<file path="src/logic/dtsm_pkg.sv">
// Constants, register map, types and state record of the diagnostic timer and saturation monitor
// Behaviour
// - Two operating-hours counters, never clearable by command
// - Hours saved on supply loss, resumed after restart
// - First period elapsed raises calibration/service request
// - Further difference elapsed raises alarm and fault current
// - Reset before limit zeroes timer, monitoring stays
// - Acknowledge before limit is ignored
// - Acknowledge after limit clears message, blocks re-raise
// - Reset after limit clears message, restarts from zero
// - Configuration bit disables calibration/service monitoring entirely
// - Three min/max pairs: pressure, two temperatures
// - Min/max clearable by command, kept non-volatile
// - Min/max track simulated values when simulated
// - Saturation persisting full response time triggers interrupt
// - Saturation ending early cancels pending count
// - Interrupt lasts stop time to within one tick, then withdrawn
// - Fault current held until stop time elapsed
// - Fault direction from one of four settings
// - Current proportional to pressure between saturation limits
// - Restart disables every simulation
// - Fixed simulation on all three paths simultaneously
// - Pressure simulation replaces measured pressure for current
// - Temperature simulation never affects current or pressure
// - Warning reports only; interrupt also forces fault
package dtsm_pkg;

  // ************************************************************
  // Timing
  // ************************************************************
  localparam int unsigned CLK_PERIOD_NS   = 25;              // Bus clock period
  localparam int unsigned TICK_PERIOD_MS  = 1000;            // Time-base period, one second
  localparam int unsigned TICK_CYCLES_DEF = (TICK_PERIOD_MS * 1000000) / CLK_PERIOD_NS;
  localparam int unsigned HOUR_TICKS      = 3600;            // Ticks per operating hour

  // ************************************************************
  // Register byte offsets
  // ************************************************************
  localparam logic [7:0] OFS_CTRL      = 8'h00;
  localparam logic [7:0] OFS_CMD       = 8'h04;
  localparam logic [7:0] OFS_STATUS    = 8'h08;
  localparam logic [7:0] OFS_HOURS_EL  = 8'h0c;
  localparam logic [7:0] OFS_HOURS_SN  = 8'h10;
  localparam logic [7:0] OFS_CAL_LIM   = 8'h14;
  localparam logic [7:0] OFS_CAL_DIF   = 8'h18;
  localparam logic [7:0] OFS_SVC_LIM   = 8'h1c;
  localparam logic [7:0] OFS_SVC_DIF   = 8'h20;
  localparam logic [7:0] OFS_CAL_ELAP  = 8'h24;
  localparam logic [7:0] OFS_SVC_ELAP  = 8'h28;
  localparam logic [7:0] OFS_SAT_LO    = 8'h2c;
  localparam logic [7:0] OFS_SAT_HI    = 8'h30;
  localparam logic [7:0] OFS_SAT_RESP  = 8'h34;
  localparam logic [7:0] OFS_SAT_STOP  = 8'h38;
  localparam logic [7:0] OFS_SIM_BASE  = 8'h3c;             // Three words: pressure, sensor, electronics
  localparam logic [7:0] OFS_MM_BASE   = 8'h48;             // Three words: {max, min}
  localparam logic [7:0] OFS_LOOP      = 8'h54;

  // ************************************************************
  // Control register fields
  // ************************************************************
  localparam int CTL_COMMISSION = 0;                         // Write one to start hours counting
  localparam int CTL_TMR_EN     = 1;                         // Calibration/service monitoring on
  localparam int CTL_FAULT_HI   = 2;                         // General fault direction, 1 = upper
  localparam int CTL_DIR_LSB    = 3;                         // Two-bit saturation direction select
  localparam int CTL_SAT_INT    = 5;                         // Saturation raises interrupt too
  localparam int CTL_SAT_EN     = 6;                         // Saturation monitor on
  localparam int CTL_SIM_LSB    = 8;                         // Three simulation enables

  // Command register fields, write one to act
  localparam int CMD_TMR_RST0 = 0;                           // Timer k reset at bit 2k
  localparam int CMD_TMR_ACK0 = 1;                           // Timer k acknowledge at bit 2k+1
  localparam int CMD_MM_CLR0  = 4;                           // Min/max clear, three bits

  // Loop current codes while in fault
  localparam logic [15:0] FAULT_LO_CODE = 16'h8000;
  localparam logic [15:0] FAULT_HI_CODE = 16'h7fff;

  // Reset values of limits
  localparam logic [15:0] SAT_LO_RST = 16'h8000;
  localparam logic [15:0] SAT_HI_RST = 16'h7fff;

  // ************************************************************
  // Types
  // ************************************************************
  typedef enum logic [1:0] {
    DTSM_DIR_ACTIVE  = 2'h0,                                 // General fault direction
    DTSM_DIR_INVERSE = 2'h1,                                 // Its inverse
    DTSM_DIR_SAT     = 2'h2,                                 // Same side as saturation
    DTSM_DIR_INVSAT  = 2'h3                                  // Opposite side
  } dtsm_dir_t;

  typedef enum logic [2:0] {
    DTSM_SAT_IDLE = 3'h1,
    DTSM_SAT_RESP = 3'h2,
    DTSM_SAT_STOP = 3'h4
  } dtsm_sat_t;

  // Non-volatile image exchanged with storage
  typedef struct packed {
    logic              commissioned;
    logic [1:0][31:0]  hours;                                // 0 electronics, 1 sensor
    logic [2:0][15:0]  mm_min;
    logic [2:0][15:0]  mm_max;
  } dtsm_nv_t;

  // Whole state of the block
  typedef struct packed {
    logic              restored;                             // Non-volatile image loaded
    dtsm_nv_t          nv;                                   // Hours and peaks
    logic [31:0]       tick_cnt;                             // Time-base divider
    logic [11:0]       hour_pre;                             // Ticks within the current hour
    logic [10:0]       ctrl;
    logic [1:0][31:0]  tmr_lim;
    logic [1:0][31:0]  tmr_dif;
    logic [1:0][31:0]  tmr_elap;
    logic [1:0]        tmr_req;
    logic [1:0]        tmr_alarm;
    logic [1:0]        tmr_lock;                             // Limit reached and acknowledged
    logic [15:0]       sat_lo;
    logic [15:0]       sat_hi;
    logic [31:0]       sat_resp;
    logic [31:0]       sat_stop;
    dtsm_sat_t         sat_st;
    logic [31:0]       sat_cnt;
    logic              sat_dir_hi;                           // Saturation side at trigger
    logic [2:0][15:0]  sim_val;
    logic [15:0]       loop_code;
    logic              fault;
    logic              fault_hi;
    logic              nv_save;
    logic [31:0]       prdata;
    logic              pslverr;
  } dtsm_state_t;

endpackage : dtsm_pkg

</file>
<file path="src/logic/dtsm_top.sv">
// Diagnostic timers, min/max trackers, saturation monitor and simulation behind an APB slave
//
// Added by the designer: the APB register port and the placing of the registers.
`timescale 1ns/1ps
`default_nettype none
module dtsm_top
  import dtsm_pkg::*;
#(
  parameter int unsigned TICK_CYCLES = TICK_CYCLES_DEF,      // Clock cycles per time-base tick
  parameter int unsigned TICKS_HOUR  = HOUR_TICKS            // Ticks per counted hour
) (
  // Clock and reset
  input  wire  logic              pclk,
  input  wire  logic              presetn,
  // APB slave
  input  wire  logic              psel,
  input  wire  logic              penable,
  input  wire  logic              pwrite,
  input  wire  logic [7:0]        paddr,
  input  wire  logic [31:0]       pwdata,
  output logic                    pready,
  output logic [31:0]             prdata,
  output logic                    pslverr,
  // Measured values, signed
  input  wire  logic [15:0]       meas_pressure,
  input  wire  logic [15:0]       meas_sensor_temp,
  input  wire  logic [15:0]       meas_elec_temp,
  // Non-volatile storage
  input  wire  logic              supply_fail,
  input  wire  dtsm_nv_t          nv_image_in,
  output dtsm_nv_t                nv_image_out,
  output logic                    nv_save,
  // Analog output and diagnostics
  output logic [15:0]             loop_code,
  output logic                    fault_current,
  output logic                    fault_upper,
  output logic                    diag_warning
);

  // ************************************************************
  // Elaboration checks
  // ************************************************************
  if (TICK_CYCLES < 1 || TICKS_HOUR < 1 || TICKS_HOUR > 4095) begin : g_bad_param
    $error("dtsm_top: tick or hour count out of range");
  end

  // ************************************************************
  // State and helpers
  // ************************************************************
  dtsm_state_t st;                                           // Registered state
  dtsm_state_t next_st;                                      // Next state

  // Saturating increment, never wraps
  function automatic logic [31:0] sat_inc(input logic [31:0] v);
    sat_inc = (v == 32'hffffffff) ? v : v + 32'h00000001;
  endfunction : sat_inc

  // Saturating add of two limits for the alarm threshold
  function automatic logic [31:0] sat_add(input logic [31:0] a, input logic [31:0] b);
    logic [32:0] s;
    s = {1'b0, a} + {1'b0, b};
    sat_add = s[32] ? 32'hffffffff : s[31:0];
  endfunction : sat_add

  // ************************************************************
  // Combinational next state
  // ************************************************************
  logic              tick;                                   // One-cycle time-base pulse
  logic              bus_wr;                                 // Write takes effect this edge
  logic              bus_setup;                              // Setup phase, read data prepared
  logic [31:0]       cmd;                                    // Command bits of this write
  logic [2:0][15:0]  active;                                 // Value seen by trackers
  logic [2:0][15:0]  meas;                                   // Measured values by path
  logic [15:0]       p_act;                                  // Pressure driving the current
  logic              sat_hi_now;                             // At or above upper limit
  logic              sat_lo_now;                             // At or below lower limit
  logic              sat_now;                                // Either limit
  logic              tmr_en;                                 // Timer monitoring enabled
  logic              tmr_fault;                              // Some timer alarm active
  logic              sat_fault;                              // Saturation interrupt active
  logic              sat_up;                                 // Chosen saturation fault side
  logic [31:0]       rd;                                     // Read data mux
  logic              rd_ok;                                  // Address is mapped

  always_comb begin
    next_st = st;
    meas    = {meas_elec_temp, meas_sensor_temp, meas_pressure};
    tick    = (st.tick_cnt == TICK_CYCLES - 1);
    bus_wr  = psel & penable & pwrite;
    bus_setup = psel & ~penable;
    cmd     = (bus_wr && paddr == OFS_CMD) ? pwdata : 32'h00000000;
    tmr_en  = st.ctrl[CTL_TMR_EN];

    // Time base divider
    next_st.tick_cnt = tick ? 32'h00000000 : st.tick_cnt + 32'h00000001;
    next_st.nv_save  = 1'b0;

    // Load the saved image once, first cycle after reset release
    if (!st.restored) begin
      next_st.restored = 1'b1;
      next_st.nv       = nv_image_in;
    end

    // Operating hours, counted once commissioned, no clear path
    if (st.restored && st.nv.commissioned && tick) begin
      if (st.hour_pre == 12'(TICKS_HOUR - 1)) begin
        next_st.hour_pre = 12'h000;
        for (int k = 0; k < 2; k++) begin
          next_st.nv.hours[k] = sat_inc(st.nv.hours[k]);
        end
      end else begin
        next_st.hour_pre = st.hour_pre + 12'h001;
      end
    end

    // Supply loss captures image for storage
    next_st.nv_save = supply_fail & st.restored;

    // Calibration (0) and service (1) timers
    for (int k = 0; k < 2; k++) begin
      if (!tmr_en) begin
        // Disabled: nothing raised, nothing pending
        next_st.tmr_req[k]   = 1'b0;
        next_st.tmr_alarm[k] = 1'b0;
      end else begin
        if (tick) begin
          next_st.tmr_elap[k] = sat_inc(st.tmr_elap[k]);
        end
        // Stages raised only while not acknowledged past the limit
        if (!st.tmr_lock[k] && st.tmr_elap[k] >= st.tmr_lim[k]) begin
          next_st.tmr_req[k] = 1'b1;
        end
        if (!st.tmr_lock[k] && st.tmr_elap[k] >= sat_add(st.tmr_lim[k], st.tmr_dif[k])) begin
          next_st.tmr_alarm[k] = 1'b1;
        end
        // Acknowledge: only once the first limit is reached
        if (cmd[CMD_TMR_ACK0 + 2 * k] && st.tmr_elap[k] >= st.tmr_lim[k]) begin
          next_st.tmr_req[k]   = 1'b0;
          next_st.tmr_alarm[k] = 1'b0;
          next_st.tmr_lock[k]  = 1'b1;
        end
      end
      // Reset: clear message and lock, restart from zero
      if (cmd[CMD_TMR_RST0 + 2 * k]) begin
        next_st.tmr_elap[k]  = 32'h00000000;
        next_st.tmr_req[k]   = 1'b0;
        next_st.tmr_alarm[k] = 1'b0;
        next_st.tmr_lock[k]  = 1'b0;
      end
    end
    tmr_fault = tmr_en & (|st.tmr_alarm);

    // Simulation selects the active value per path
    for (int k = 0; k < 3; k++) begin
      active[k] = st.ctrl[CTL_SIM_LSB + k] ? st.sim_val[k] : meas[k];
    end
    p_act = active[0];

    // Peak trackers follow the active value
    if (st.restored) begin
      for (int k = 0; k < 3; k++) begin
        if (cmd[CMD_MM_CLR0 + k]) begin
          next_st.nv.mm_min[k] = active[k];
          next_st.nv.mm_max[k] = active[k];
        end else begin
          if ($signed(active[k]) < $signed(st.nv.mm_min[k])) begin
            next_st.nv.mm_min[k] = active[k];
          end
          if ($signed(active[k]) > $signed(st.nv.mm_max[k])) begin
            next_st.nv.mm_max[k] = active[k];
          end
        end
      end
    end

    // Saturation detection on the pressure driving the output
    sat_hi_now = $signed(p_act) >= $signed(st.sat_hi);
    sat_lo_now = $signed(p_act) <= $signed(st.sat_lo);
    sat_now    = sat_hi_now | sat_lo_now;

    // Saturation monitor sequence
    case (st.sat_st)
      DTSM_SAT_IDLE: begin
        if (st.ctrl[CTL_SAT_EN] && sat_now) begin
          next_st.sat_st     = DTSM_SAT_RESP;
          next_st.sat_cnt    = 32'h00000000;
          next_st.sat_dir_hi = sat_hi_now;
        end
      end
      DTSM_SAT_RESP: begin
        if (!sat_now || !st.ctrl[CTL_SAT_EN]) begin
          next_st.sat_st = DTSM_SAT_IDLE;
        end else if (st.sat_cnt >= st.sat_resp) begin
          next_st.sat_st     = DTSM_SAT_STOP;
          next_st.sat_cnt    = 32'h00000000;
          next_st.sat_dir_hi = sat_hi_now;
        end else if (tick) begin
          next_st.sat_cnt = sat_inc(st.sat_cnt);
        end
      end
      DTSM_SAT_STOP: begin
        // Held regardless of the current returning inside limits
        if (st.sat_cnt >= st.sat_stop) begin
          next_st.sat_st = DTSM_SAT_IDLE;
        end else if (tick) begin
          next_st.sat_cnt = sat_inc(st.sat_cnt);
        end
      end
      default: begin
        next_st.sat_st = DTSM_SAT_IDLE;
      end
    endcase

    // Interrupt only when configured; otherwise a warning
    sat_fault = (st.sat_st == DTSM_SAT_STOP) & st.ctrl[CTL_SAT_INT];

    // Fault direction for saturation
    case (dtsm_dir_t'(st.ctrl[CTL_DIR_LSB +: 2]))
      DTSM_DIR_ACTIVE:  sat_up = st.ctrl[CTL_FAULT_HI];
      DTSM_DIR_INVERSE: sat_up = ~st.ctrl[CTL_FAULT_HI];
      DTSM_DIR_SAT:     sat_up = st.sat_dir_hi;
      DTSM_DIR_INVSAT:  sat_up = ~st.sat_dir_hi;
      default:          sat_up = st.ctrl[CTL_FAULT_HI];
    endcase

    // Loop current: fault, else clamped proportional pressure
    next_st.fault    = tmr_fault | sat_fault;
    next_st.fault_hi = sat_fault ? sat_up : st.ctrl[CTL_FAULT_HI];
    if (next_st.fault) begin
      next_st.loop_code = next_st.fault_hi ? FAULT_HI_CODE : FAULT_LO_CODE;
    end else if (sat_hi_now) begin
      next_st.loop_code = st.sat_hi;
    end else if (sat_lo_now) begin
      next_st.loop_code = st.sat_lo;
    end else begin
      next_st.loop_code = p_act;
    end

    // Register writes
    if (bus_wr) begin
      case (paddr)
        OFS_CTRL: begin
          // Commission bit can only be set, never cleared
          next_st.ctrl = pwdata[10:0] | {10'h000, st.ctrl[CTL_COMMISSION]};
          if (pwdata[CTL_COMMISSION]) begin
            next_st.nv.commissioned = 1'b1;
          end
        end
        OFS_CAL_LIM:  next_st.tmr_lim[0] = pwdata;
        OFS_CAL_DIF:  next_st.tmr_dif[0] = pwdata;
        OFS_SVC_LIM:  next_st.tmr_lim[1] = pwdata;
        OFS_SVC_DIF:  next_st.tmr_dif[1] = pwdata;
        OFS_SAT_LO:   next_st.sat_lo     = pwdata[15:0];
        OFS_SAT_HI:   next_st.sat_hi     = pwdata[15:0];
        OFS_SAT_RESP: next_st.sat_resp   = pwdata;
        OFS_SAT_STOP: next_st.sat_stop   = pwdata;
        OFS_SIM_BASE:        next_st.sim_val[0] = pwdata[15:0];
        OFS_SIM_BASE + 8'h4: next_st.sim_val[1] = pwdata[15:0];
        OFS_SIM_BASE + 8'h8: next_st.sim_val[2] = pwdata[15:0];
        default: begin
          // Read-only or command words: nothing stored
        end
      endcase
    end

    // Read mux, prepared in the setup phase
    rd_ok = 1'b1;
    case (paddr)
      OFS_CTRL:     rd = {21'h000000, st.ctrl};
      OFS_CMD:      rd = 32'h00000000;
      OFS_STATUS:   rd = {19'h00000, st.nv.commissioned, st.fault_hi, st.fault,
                          st.sat_st == DTSM_SAT_STOP, st.sat_st,
                          st.tmr_lock, st.tmr_alarm[1], st.tmr_req[1], st.tmr_alarm[0], st.tmr_req[0]};
      OFS_HOURS_EL: rd = st.nv.hours[0];
      OFS_HOURS_SN: rd = st.nv.hours[1];
      OFS_CAL_LIM:  rd = st.tmr_lim[0];
      OFS_CAL_DIF:  rd = st.tmr_dif[0];
      OFS_SVC_LIM:  rd = st.tmr_lim[1];
      OFS_SVC_DIF:  rd = st.tmr_dif[1];
      OFS_CAL_ELAP: rd = st.tmr_elap[0];
      OFS_SVC_ELAP: rd = st.tmr_elap[1];
      OFS_SAT_LO:   rd = {16'h0000, st.sat_lo};
      OFS_SAT_HI:   rd = {16'h0000, st.sat_hi};
      OFS_SAT_RESP: rd = st.sat_resp;
      OFS_SAT_STOP: rd = st.sat_stop;
      OFS_SIM_BASE:        rd = {16'h0000, st.sim_val[0]};
      OFS_SIM_BASE + 8'h4: rd = {16'h0000, st.sim_val[1]};
      OFS_SIM_BASE + 8'h8: rd = {16'h0000, st.sim_val[2]};
      OFS_MM_BASE:         rd = {st.nv.mm_max[0], st.nv.mm_min[0]};
      OFS_MM_BASE + 8'h4:  rd = {st.nv.mm_max[1], st.nv.mm_min[1]};
      OFS_MM_BASE + 8'h8:  rd = {st.nv.mm_max[2], st.nv.mm_min[2]};
      OFS_LOOP:     rd = {16'h0000, st.loop_code};
      default: begin
        rd    = 32'h00000000;                                // Unmapped reads zero
        rd_ok = 1'b0;
      end
    endcase
    if (bus_setup) begin
      next_st.prdata  = pwrite ? 32'h00000000 : rd;
      next_st.pslverr = ~rd_ok;
    end
  end

  // ************************************************************
  // State register
  // ************************************************************
  // Reset is the restart: simulation, timers and monitor come up off
  always_ff @(posedge pclk or negedge presetn) begin
    if (!presetn) begin
      st          <= '0;
      st.sat_st   <= DTSM_SAT_IDLE;
      st.sat_lo   <= SAT_LO_RST;
      st.sat_hi   <= SAT_HI_RST;
      st.fault_hi <= 1'b0;
    end else begin
      st <= next_st;
    end
  end

  // ************************************************************
  // Outputs
  // ************************************************************
  assign pready        = 1'b1;                               // Zero wait states
  assign prdata        = st.prdata;
  assign pslverr       = psel & penable & st.pslverr;
  assign nv_image_out  = st.nv;
  assign nv_save       = st.nv_save;
  assign loop_code     = st.loop_code;
  assign fault_current = st.fault;
  assign fault_upper   = st.fault_hi;
  // Warning covers timer messages and any saturation held past response time
  assign diag_warning  = (|st.tmr_req) | (|st.tmr_alarm) | (st.sat_st == DTSM_SAT_STOP);

endmodule : dtsm_top
`default_nettype wire

</file>
<file path="config.mk">
export PLATFORM = sky130hd
export DESIGN_NAME = dtsm_top
export DESIGN_NICKNAME = d
export VERILOG_FILES = /design/src/logic/dtsm_pkg.sv /design/src/logic/dtsm_top.sv
export SDC_FILE = /design/constraint.sdc
export NUM_CORES = 2
export LEC_CHECK = 0
export BUFFER_PORTS_ARGS = -buffer_cell sky130_fd_sc_hd__buf_2
export CORE_UTILIZATION = 30
export DETAILED_ROUTE_END_ITERATION = 8
export GPL_ROUTABILITY_DRIVEN = 1
export PLACE_DENSITY = 0.49
export SLEW_MARGIN = 20
export SYNTH_ARGS = -nofsm -noshare
export SYNTH_HDL_FRONTEND = slang
export SYNTH_SLANG_ARGS = --single-unit
</file>
<file path="constraint.sdc">
create_clock -name pclk -period 6.13 [get_ports pclk]
set_clock_uncertainty 0.15 [all_clocks]
set_input_delay 1.5325 -clock pclk [delete_from_list [all_inputs] [get_ports pclk]]
set_output_delay 1.5325 -clock pclk [all_outputs]
set_load 0.02 [all_outputs]
</file>
==> reports/results.ini <==
[logic_synthesis]
synthCells=5065
synth_edf_count=0
synthSimpleGateAreaFrac_pct=14.96
synth_top_family_by_area=compound AO/OA/AOI/OAI gates
synth_seq_area_share_pct=35.47
synth_top_area_share_pct=34.50
ys.flop_type=dfrtp_1
synth_compound_area_share_pct=19.23
synth_cell_types=89
synth_largest_area_cell=dfrtp_1
synth-seq-cells=647
synth_area_sq_um=45700
yosys-top-cells-area=dfrtp_1 34%, ha_1 11%, mux2_2 8.0%, buf_4 3.4%, a21oi_1 3.3%
yosys.area_share.adder_pct=10.71
synthArstFlopShare_pct=100.0
synth_xor_area_share_pct=2.645
syn_area_per_cell_sq_um=9.023
yosys_warnings=0
muxShareOfSynthArea_pct=8.378

[power]
power.density_nw_per_um2=238.4
peakVddDrop_v=0.0001872
p_leak_nw=24.28

[global_route]
antenna_found_initial=24
grt_pass1_wl_mm=316.4
grt_usage_pct=28.97
grt_pass1_vias=40460
grt_max_degree=102
grt_overflow_total=0

[floorplan]
die_area_sq_um=153900
initial_core_util_pct=30.37
ioPinCount=470
die_w_um=392.3
fp.coreArea_sq_um=150500
row_count=142
die_h_um=392.3

[cts]
cts_buffers=83
cts.reportedPaths.clkPinSlew_ns=0.07
root_buffer=clkbuf_16
cts_hold_buf=0
cts_setup_buffers=0
cts_sinks=647
cts_tree=built
insertion_delay_ns=0.74
cts_resized=0
clk_path_buf_depth=3
htreeDepth=3

[sta]
grt_setup_unrepaired=no
final.setup.worst_slack_ns=0.3963
clock.fmax_ghz=0.1744
period_share_pct=93.54
hold_slack_ns=0.3128
tightest_slew_ns=1.273
min_period_ns=5.734
setup_viol=0
finalMaxSlewViolations=0
setup_tns_ns=0
relSlewSlack_pct=12.96
hold_violations=0

[place]
place_congestion=0.9945
dpl_worst_slack_ns=0.4660
numPortBuffers=468
placed_cells=7200
hpwl_mm=177.4

[drt]
postRouteAntennaNets=0
via_per_inst=5.887
drtPass1Iterations=8
drt_iter0_drc=5323
post_drt_wl_per_cell_um=30.95
drcViolationCount=0
finalWirelength_mm=227.8
num_vias=43320

[flow_run]
cap_violations=0

[worst_setup_path]
cp_max_fo=18
crit_buf_inv=1
crit_path_end_kind=register
path_delay_family=compound AO/OA/AOI/OAI gates
critical_path_required_ns=6.54
path_class=reg -> reg
critPathSlowestCell=a41o_1
critPathLaunchType=register
crit_chain=ha_1 -> fa_1 -> a211oi_2 -> o211ai_1 -> and3_1 -> a221o_1 -> a221o_1 -> a2111o_1 -> a41o_1 -> buf_4 -> nor3_2 -> ha_1 -> nand4_1 -> nor3_1 -> a211oi_1 -> nand2_1 -> or3_1 -> a211oi_1 -> nor3_1
critPathArrivalTime_ns=6.15
max_stage_delay_ns=0.47

[finish]
finalNonFillerCells=7359
final_cell_mix=629 x dfrtp_1, 469 x buf_2, 388 x ha_1
drive_above_1_share_pct=20.62
finalNetCount=5916
postLayoutCoreUtil_pct=34.50
syn2layout_area_growth_pct=13.60
final_common_cell=dfrtp_1

[outcome]
status=completed

[worst_hold_path]
hp-class=reg -> reg

==> cell usage after synthesis, drive strengths merged, types with 18 or more instances <==
cell / count
o21ai: 239
ha: 388
inv: 383
o21a: 18
nor4: 21
nand2: 363
a221oi: 56
nand4: 152
and3: 53
a21oi: 303
o31ai: 29
nand3: 192
mux2i: 18
nor3: 77
a21o: 95
a211oi: 35
clkbuf: 225
a22o: 65
a22oi: 133
dfrtp: 630
xnor2: 79
xor2: 59
a31oi: 27
nor2: 397
or3: 28
a222oi: 30
buf: 227
o22ai: 41
o221ai: 53
o211ai: 39
nor2b: 26
a311o: 19
nand2b: 23
and4: 24
mux2: 324
==> flip-flops by register name, indices dropped and copies added (netlist names) <==
signal / flops
st: 435
prdata: 32
fault_current: 1
nv_image_out: 161
loop_code: 16
fault_upper: 1
nv_save: 1
==> routing by layer <==
metal / track usage [%] / vias to the layer above / wire length, um
met3: 4.948 / 451 / 18230
met4: 15.08 / 16 / 13370
met2: 43.76 / 2224 / 99240
met5: 0 / - / 79
li1: - / 18790 / -
met1: 39.45 / 21840 / 96870
==> final timing paths <==
kind | startpoint | to | slack, ns | depth (start not counted)
worst min register to register | prdata[13] | prdata[13] | 0.31 | 2
worst max-delay path | st[366] | st[234] | 0.40 | 19
worst max register to register | st[366] | st[234] | 0.40 | 19
worst min-delay path | prdata[13] | prdata[13] | 0.31 | 2
min in group asynchronous | presetn | st[479] | 0.73 | 1
max in group asynchronous | presetn | st[646] | 3.84 | 2
==> where the power goes <==
group	internal [mW]	switching [mW]	total, mW	leakage (nW)
clock	2.85	2.14	4.99	1.32
sequential	4.49	0.750	5.24	8.49
combinational	0.761	1.39	2.15	14.5
==> per-stage QoR <==
stage,total power [mW],area (sq um)
detailed placement,7.411,49180
global placement,7.381,49180
finish,12.38,51920
CTS,12.39,51870
floorplan,6.343,45700
global route,12.77,51900
==> worst min-delay path, cell delays in order (launching register included) <==
cell	delay, ns
dfrtp_1	0.33
nand2_1	0.05
nand2_1	0.05
==> cell families after synthesis <==
group	count (synthesis)
AO/OA/AOI/OAI	1292
XOR/XNOR	138
adder cells (fa/ha/maj)	390
buffers and inverters	835
flip-flops	647
multiplexers	342
other	1
AND/OR/NAND/NOR	1420
==> area by class of cell <==
cell class	instances	area [sq um]
diodes	8	20.02
clock buffers	122	2364
inverters	383	1438
repair buffers	572	3241
clock inverters	27	330.3
multi-input cells	3584	25790
well taps	2016	2522
fillers	15690	98570
flip-flops and latches	647	16220
(Power assumes the default switching activity.)
